## config.mk

```make
export PLATFORM = sky130hd
export DESIGN_NAME = mctr_top
export DESIGN_NICKNAME = d
export VERILOG_FILES = /design/src/mctr_alert.v /design/src/mctr_top.v
export VERILOG_INCLUDE_DIRS = /design/src
export SDC_FILE = /design/constraint.sdc
export NUM_CORES = 2
export LEC_CHECK = 0
export BUFFER_PORTS_ARGS = -buffer_cell sky130_fd_sc_hd__buf_2
export CAP_MARGIN = 10
export CORE_ASPECT_RATIO = 2
export CORE_MARGIN = 2
export CORE_UTILIZATION = 66
export DETAILED_ROUTE_END_ITERATION = 10
export HOLD_SLACK_MARGIN = 0.06
export PLACE_DENSITY_LB_ADDON = 0.3
export SKIP_CTS_REPAIR_TIMING = 1
export SYNTH_ARGS = -nofsm -noshare
export SYNTH_HDL_FRONTEND = slang
export SYNTH_SLANG_ARGS = --single-unit
```

## constraint.sdc

```tcl
create_clock -name mclk_in -period 5.9 [get_ports mclk_in]
set_input_delay 0.885 -clock mclk_in [delete_from_list [all_inputs] [get_ports mclk_in]]
set_output_delay 0.885 -clock mclk_in [all_outputs]
set_load 0.005 [all_outputs]
```

## src/mctr_regs.vh

```
// Constants for the multi-channel temperature result logic
// Summary of operation
// - Results have 13 bits, 0.0625 C steps
// - Two-byte words, negatives in two's complement
// - Left-justified; one step reads 00 08
// - Word spans -256 to 255.9375 C
// - High byte coarse 2 C, low byte remainder 0 to 1.9375 C
// - Shorted remote input reports -256 C
// - Fault comparator watched; sets remote open bit
// - One hysteresis value serves both alerts
// - Two active-low alerts follow limit comparisons
// - Each conversion done within 17 ms
// - One local and eight remote channels
// - Four target addresses chosen by select pin
// - Zero ideality setting assumes factor 1.008
// - Results at pointers 00h-08h, mirrored 80h-88h
`ifndef MCTR_REGS_VH
`define MCTR_REGS_VH
`define MCTR_NUM_CH          9
`define MCTR_CH_W            4
`define MCTR_RAW_W           13
`define MCTR_WORD_W          16
`define MCTR_PAD_BITS        3'h0
`define MCTR_SHORT_VALUE     16'h8000
`define MCTR_RESET_RESULT    16'h0000
`define MCTR_PTR_BASE        8'h00
`define MCTR_PTR_LAST        8'h08
`define MCTR_PTR_MIRROR      8'h80
`define MCTR_PTR_MIRROR_LAST 8'h88
`define MCTR_ADDR_BASE       7'h48
`define MCTR_CLK_MHZ         250
`define MCTR_CONV_MAX_MS     17
`define MCTR_IDEALITY_ZERO   16'h0000
`define MCTR_IDEALITY_X1000  1008
`endif

```

## src/mctr_alert.v

```verilog
// Alert comparator with hysteresis for one alert output
`timescale 1ns/10ps
`default_nettype none
`include "mctr_regs.vh"
module mctr_alert
(
    input  wire                           clk_in,
    input  wire                           rst_n_in,
    input  wire                           upd_in,
    input  wire [`MCTR_WORD_W-1:0]        temp_in,
    input  wire [`MCTR_WORD_W-1:0]        limit_in,
    input  wire [`MCTR_WORD_W-1:0]        hyst_in,
    output reg                            active_out
);
    // Two guard bits keep limit minus hysteresis from wrapping
    wire signed [`MCTR_WORD_W+1:0] release_lvl;
    wire signed [`MCTR_WORD_W+1:0] temp_s;
    wire signed [`MCTR_WORD_W+1:0] limit_s;
    assign temp_s      = {{2{temp_in[`MCTR_WORD_W-1]}}, temp_in};
    assign limit_s     = {{2{limit_in[`MCTR_WORD_W-1]}}, limit_in};
    assign release_lvl = limit_s - {2'h0, hyst_in};
    always @(posedge clk_in or negedge rst_n_in)
    begin
        if (!rst_n_in)
            active_out <= 1'b0;
        else if (upd_in)
        begin
            if (temp_s > limit_s)
                active_out <= 1'b1;
            else if (temp_s < release_lvl)
                active_out <= 1'b0;
        end
    end
endmodule
`default_nettype wire

```

## src/mctr_top.v

```verilog
// Result formatting, fault flags and alert outputs of the nine-channel monitor
`timescale 1ns/10ps
`default_nettype none
`include "mctr_regs.vh"
module mctr_top
(
    input  wire                           mclk_in,
    input  wire                           rst_n_in,
    input  wire                           conv_done_in,
    input  wire [`MCTR_CH_W-1:0]          conv_ch_in,
    input  wire [`MCTR_RAW_W-1:0]         conv_raw_in,
    input  wire                           short_in,
    input  wire                           fault_cmp_in,
    input  wire                           conv_active_in,
    input  wire [1:0]                     addr_sel_in,
    input  wire [7:0]                     ptr_in,
    input  wire [15:0]                    ideality_in,
    input  wire [`MCTR_WORD_W-1:0]        hyst_in,
    input  wire [`MCTR_NUM_CH*`MCTR_WORD_W-1:0] limit1_in,
    input  wire [`MCTR_NUM_CH*`MCTR_WORD_W-1:0] limit2_in,
    output reg  [`MCTR_WORD_W-1:0]        rd_word_out,
    output reg                            rd_valid_out,
    output reg  [`MCTR_NUM_CH-2:0]        remote_open_fault_bit_out,
    output reg  [6:0]                     target_addr_out,
    output reg                            ideality_default_out,
    output reg                            conv_timeout_out,
    output reg                            primary_overtemp_alert_n_out,
    output reg                            secondary_overtemp_alert_n_out
);
    // ************************************
    // Timing
    // ************************************
    localparam integer CONV_MAX_CYC = `MCTR_CONV_MAX_MS * 1000 * `MCTR_CLK_MHZ;
    parameter integer CONV_LIMIT = CONV_MAX_CYC;

    // ************************************
    // Input synchronisers
    // ************************************
    reg [1:0] fault_s_q;
    reg [1:0] short_s_q;
    reg [1:0] asel0_q;
    reg [1:0] asel1_q;
    always @(posedge mclk_in or negedge rst_n_in)
    begin
        if (!rst_n_in)
        begin
            fault_s_q <= 2'h0;
            short_s_q <= 2'h0;
            asel0_q   <= 2'h0;
            asel1_q   <= 2'h0;
        end
        else
        begin
            fault_s_q <= {fault_s_q[0], fault_cmp_in};
            short_s_q <= {short_s_q[0], short_in};
            asel0_q   <= {asel0_q[0], addr_sel_in[0]};
            asel1_q   <= {asel1_q[0], addr_sel_in[1]};
        end
    end

    // ************************************
    // Result storage
    // ************************************
    function [`MCTR_CH_W-1:0] ptr_to_ch;
        input [7:0] p;
        begin
            ptr_to_ch = p[`MCTR_CH_W-1:0];
        end
    endfunction
    function ptr_ok;
        input [7:0] p;
        begin
            ptr_ok = (p <= `MCTR_PTR_LAST) ||
                     (p >= `MCTR_PTR_MIRROR && p <= `MCTR_PTR_MIRROR_LAST);
        end
    endfunction

    reg  [`MCTR_WORD_W-1:0] result_q [0:`MCTR_NUM_CH-1];
    wire [`MCTR_WORD_W-1:0] fmt_word;
    wire                    is_remote;
    wire                    ch_ok;
    reg                     upd_q;
    assign is_remote = (conv_ch_in != 4'h0);
    assign ch_ok     = (conv_ch_in < `MCTR_NUM_CH);
    // Left-justified two's complement, high byte 2 C per LSB
    assign fmt_word  = (is_remote && short_s_q[1]) ? `MCTR_SHORT_VALUE
                     : {conv_raw_in, `MCTR_PAD_BITS};

    genvar gi;
    generate
        for (gi = 0; gi < `MCTR_NUM_CH; gi = gi + 1)
        begin : g_res
            always @(posedge mclk_in or negedge rst_n_in)
            begin
                if (!rst_n_in)
                    result_q[gi] <= `MCTR_RESET_RESULT;
                else if (conv_done_in && conv_ch_in == gi)
                    result_q[gi] <= fmt_word;
            end
        end
    endgenerate

    // ************************************
    // Remote fault flags and update strobe
    // ************************************
    wire [2:0] fault_idx;
    wire       fault_hit;
    // Channel n maps to fault bit n-1; channel 8 wraps to bit 7
    assign fault_idx = conv_ch_in[2:0] - 3'h1;
    assign fault_hit = conv_active_in && is_remote && ch_ok && fault_s_q[1];

    always @(posedge mclk_in or negedge rst_n_in)
    begin
        if (!rst_n_in)
            upd_q <= 1'b0;
        else
            upd_q <= conv_done_in && ch_ok;
    end

    always @(posedge mclk_in or negedge rst_n_in)
    begin
        if (!rst_n_in)
            remote_open_fault_bit_out <= 8'h00;
        else if (fault_hit)
            remote_open_fault_bit_out[fault_idx] <= 1'b1;
    end

    // ************************************
    // Conversion watchdog
    // ************************************
    reg [31:0] conv_cnt_q;
    always @(posedge mclk_in or negedge rst_n_in)
    begin
        if (!rst_n_in)
        begin
            conv_cnt_q       <= 32'h0000_0000;
            conv_timeout_out <= 1'b0;
        end
        else
        begin
            if (!conv_active_in || conv_done_in)
                conv_cnt_q <= 32'h0000_0000;
            else
                conv_cnt_q <= conv_cnt_q + 32'h0000_0001;
            conv_timeout_out <= conv_active_in && (conv_cnt_q >= CONV_LIMIT);
        end
    end

    // ************************************
    // Read port
    // ************************************
    always @(posedge mclk_in or negedge rst_n_in)
    begin
        if (!rst_n_in)
        begin
            rd_word_out  <= `MCTR_RESET_RESULT;
            rd_valid_out <= 1'b0;
        end
        else
        begin
            rd_valid_out <= ptr_ok(ptr_in);
            rd_word_out  <= ptr_ok(ptr_in) ? result_q[ptr_to_ch(ptr_in)] : `MCTR_RESET_RESULT;
        end
    end

    // ************************************
    // Address and ideality
    // ************************************
    always @(posedge mclk_in or negedge rst_n_in)
    begin
        if (!rst_n_in)
        begin
            target_addr_out      <= `MCTR_ADDR_BASE;
            ideality_default_out <= 1'b0;
        end
        else
        begin
            target_addr_out      <= `MCTR_ADDR_BASE | {5'h00, asel1_q[1], asel0_q[1]};
            ideality_default_out <= (ideality_in == `MCTR_IDEALITY_ZERO);
        end
    end

    // ************************************
    // Overtemperature alerts
    // ************************************
    wire [`MCTR_NUM_CH-1:0] al1;
    wire [`MCTR_NUM_CH-1:0] al2;
    generate
        for (gi = 0; gi < `MCTR_NUM_CH; gi = gi + 1)
        begin : g_al
            mctr_alert u_a1
            (
                .clk_in     (mclk_in),
                .rst_n_in   (rst_n_in),
                .upd_in     (upd_q),
                .temp_in    (result_q[gi]),
                .limit_in   (limit1_in[gi*`MCTR_WORD_W +: `MCTR_WORD_W]),
                .hyst_in    (hyst_in),
                .active_out (al1[gi])
            );
            mctr_alert u_a2
            (
                .clk_in     (mclk_in),
                .rst_n_in   (rst_n_in),
                .upd_in     (upd_q),
                .temp_in    (result_q[gi]),
                .limit_in   (limit2_in[gi*`MCTR_WORD_W +: `MCTR_WORD_W]),
                .hyst_in    (hyst_in),
                .active_out (al2[gi])
            );
        end
    endgenerate

    always @(posedge mclk_in or negedge rst_n_in)
    begin
        if (!rst_n_in)
        begin
            primary_overtemp_alert_n_out   <= 1'b1;
            secondary_overtemp_alert_n_out <= 1'b1;
        end
        else
        begin
            primary_overtemp_alert_n_out   <= ~(|al1);
            secondary_overtemp_alert_n_out <= ~(|al2);
        end
    end
endmodule
`default_nettype wire

```

==> results.yml <==
outcome:
  status: "completed"
clock_network:
  htree_levels: 1
  clkTransAtPathRegs_ps: 60
  numClockSinks: 204
  cts_tree: "yes"
  cts_inserted_buffers: 23
  clkLatencyLatePin_ps: 570
  cts_root_buf: "clkbuf_16"
  clockBufferDepth: 3
critical_path:
  cp.arrival_ps: 5270
  cp_num_buf_inv: 2
  cp_max_fo: 14
  crit_family: "compound AO/OA/AOI/OAI gates"
  r2r_end: "g_al[6].u_a1.active_out$_DFFE_PN0P_"
  rrSetupSlack_ps: 3150
  slowest_delay_ps: 600
  cp_slowest_cell: "buf_2"
  end_kind: "register"
  r2r_start: "result_q[37]$_DFFE_PN0P_"
  startpoint_type: "primary input"
  crit_required_ps: 6350
  timing_worst_setup_path_type: "in -> reg"
  r2r_cells: 7
  crit_cells: 18
  crit_path_cell_trace: "buf_2, ha_1, inv_1, fa_1, a21oi_1, o21bai_1, a41o_1, a211oi_2, o21bai_1, a21oi_1, xor2_1, ha_1, a21o_1, a2111oi_0, nand2_1, nor4_1, o21ai_0, a21bo_2"
  crit_path_start: "hyst_in[0]"
route:
  drc: 0
  dr.pass1.iters: 6
  totalWireLength_um: 122000
  viasPerCell: 6.70
  drt_iter0_markers: 2133
  ant_nets: 0
  wire_per_inst_um: 24.0
  vias: 34000
job:
  maxCapViolCount: 0
yosys:
  synth.avg_cell_area_um2: 8.36
  synth_cells: 3998
  synth_area_um2: 33400
  yosys.area.top_type: "ha_1"
  ys_ff_latch: 204
  synth.area.top_cells: "ha_1 (31%), dfrtp_1 (15%), a21oi_1 (5.1%), a21o_1 (4.9%), inv_1 (4.4%)"
  synth_cell_type_count: 86
  synth_ff_type: "dfrtp_1"
  synth_edf_count: 0
  synth_warnings: 0
  netlist.area_leader.share: 0.305
  yosysSeqAreaShare: 0.153
  async_flop_share: 1.00
timing:
  finalSetupViolCount: 0
  fin_crit_sh: 0.817
  fmax_ghz: 0.207
  rsz0062_at_grt: "false"
  drv_slew: 0
  setup_slack_ps: 1080
  setup_tns_ps: 0
  skew_ps: 36.2
  whs_ps: 351
  hold_viol: 0
  slew_headroom: 0.214
  finalCriticalPeriod_ps: 4820
  worstMarginPinSlew_ps: 1180
place:
  post-dp-hpwl_um: 97300
  gp_congestion: 1.05
  io_buffer_count: 379
  dpl.cell_count: 5019
  dp_slack_ps: 622
power:
  p_comb_frac: 0.522
  p_sw_mw: 3.55
  ir_drop_mv: 0.312
  p_per_area_nw_per_um2: 212
  p_clk_frac: 0.195
  p_int_mw: 4.30
  finalPower_mw: 7.85
  p_sw_frac: 0.452
  leakagePower_nw: 20.0
  sequentialPowerShare: 0.283
worst_hold_path:
  holdCritPathClass: "reg -> reg"
  min_path_cells: 0
  hold_start: "asel0_q[1]$_DFF_PN0_"
  whs_endpoint: "target_addr_out[0]$_DFF_PN0_"
floorplan:
  die-area_um2: 52600
  start_util: 0.667
  io_pins: 389
  die_y_um: 322
  rows: 116
  core_area_um2: 50100
  die_x_um: 163
global_routing:
  grt_pass1_wl_um: 183000
  grt_overflow: 0
  antenna_found_initial: 21
  gr-usage-all-layers: 0.459
  grt_max_degree: 132
  first_global_vias: 34300
final_layout:
  drive_gt1_frac: 0.125
  fin_nets: 5582
  mostFrequentLayoutCell: "ha_1"
  instances_no_fill: 5079
  final_cell_mix: "ha_1 (816), inv_1 (388), buf_2 (378)"
  syn2layout_area_growth_pct: 11.1
## worst register-to-register path, delay by kind of cell (launching register included)
family,cells,cell delay (ps)
simple gates,1,200
flops,1,700
compound gates,5,1390
fa+ha+maj,1,360
## state kept, by name, indices dropped and copies added, names as in the netlist, 2 cells and up
name,count
asel0_q,2
asel1_q,2
conv_cnt_q,32
fault_s_q,2
g_al.u_a1.active_out,9
g_al.u_a2.active_out,9
rd_word_out,13
remote_open_fault_bit_out,8
result_q,117
short_s_q,2
target_addr_out,2
## routing by layer
metal  up-vias  wire length [µm]  part of all wire  GRT usage
met1     15800             38900              0.32      0.448
met4         8             17400              0.14      0.518
met2      1801             54600              0.45      0.749
met5         -                57           0.00047          0
li1      15600                 -                 -          -
met3       813             10800             0.088      0.102
## Yosys cell counts (13+ instances only)
cell	n
and4_1	31
dfrtp_1	202
and3_1	36
xnor2_1	145
nand2b_1	34
fa_1	18
mux2_2	13
mux2i_1	23
xor2_1	147
nor4b_1	19
nor2b_1	55
nand3_1	68
a2111oi_0	24
o21ai_0	271
nor3_1	52
o211ai_1	25
nand4_1	94
a31oi_1	20
ha_1	816
a211oi_1	40
clkbuf_1	40
a221oi_1	15
a31o_2	16
or3_1	13
a21oi_1	343
nor4_1	27
nand2_1	275
o21bai_1	50
mux4_2	26
o21ai_1	18
a21o_1	219
nor2_1	213
inv_1	390
## per-stage QoR
stage,util,instance area [µm²]
final,0.742,37100
after CTS,0.741,37100
after floorplan,-,33400
after global placement,0.725,36300
after global routing,0.741,37100
after detailed placement,0.725,36300
## cells by family (layout without fill, tap and decap cells)
kind of cell    Yosys count  in the layout  share of synthesized area
mux                      62             62                     0.0288
compound gates         1187           1187                      0.227
simple gates            968            968                      0.147
buf+inv                 449            854                     0.0516
other cells               2             29                   0.000225
flops                   204            204                      0.153
fa+ha+maj               834            834                      0.316
xor+xnor                292            292                     0.0765
## worst max path at each step
stage | endpoint | slack (ps)
2_1_floorplan | g_al[7].u_a2.active_out$_DFFE_PN0P_ | 810
3_3_place_gp | g_al[5].u_a1.active_out$_DFFE_PN0P_ | 720
3_5_place_dp | g_al[0].u_a1.active_out$_DFFE_PN0P_ | 620
4_1_cts | g_al[0].u_a1.active_out$_DFFE_PN0P_ | 1190
5_1_grt | g_al[0].u_a1.active_out$_DFFE_PN0P_ | 880
6_report | g_al[0].u_a1.active_out$_DFFE_PN0P_ | 1080
## power by group through the flow
stage               sequential [mW]  clock (mW)  combinational, mW
floorplan                      1.86           0               2.91
global placement               2.19           0               3.84
detailed placement             2.20           0               3.98
CTS                            2.17        1.53               4.02
global route                   2.21        1.58               4.60
finish                         2.23        1.53               4.10
## area by class of cell
cell class | instances | area (µm²)
tap | 649 | 812
multi-input combinational | 3351 | 26600
inverter | 391 | 1470
clock buffer | 26 | 597
timing repair buffer | 424 | 2310
antenna | 21 | 52.6
clock inverter | 13 | 178
fill | 4047 | 12900
sequential | 204 | 5110
Power figures use the tool's default switching activity.
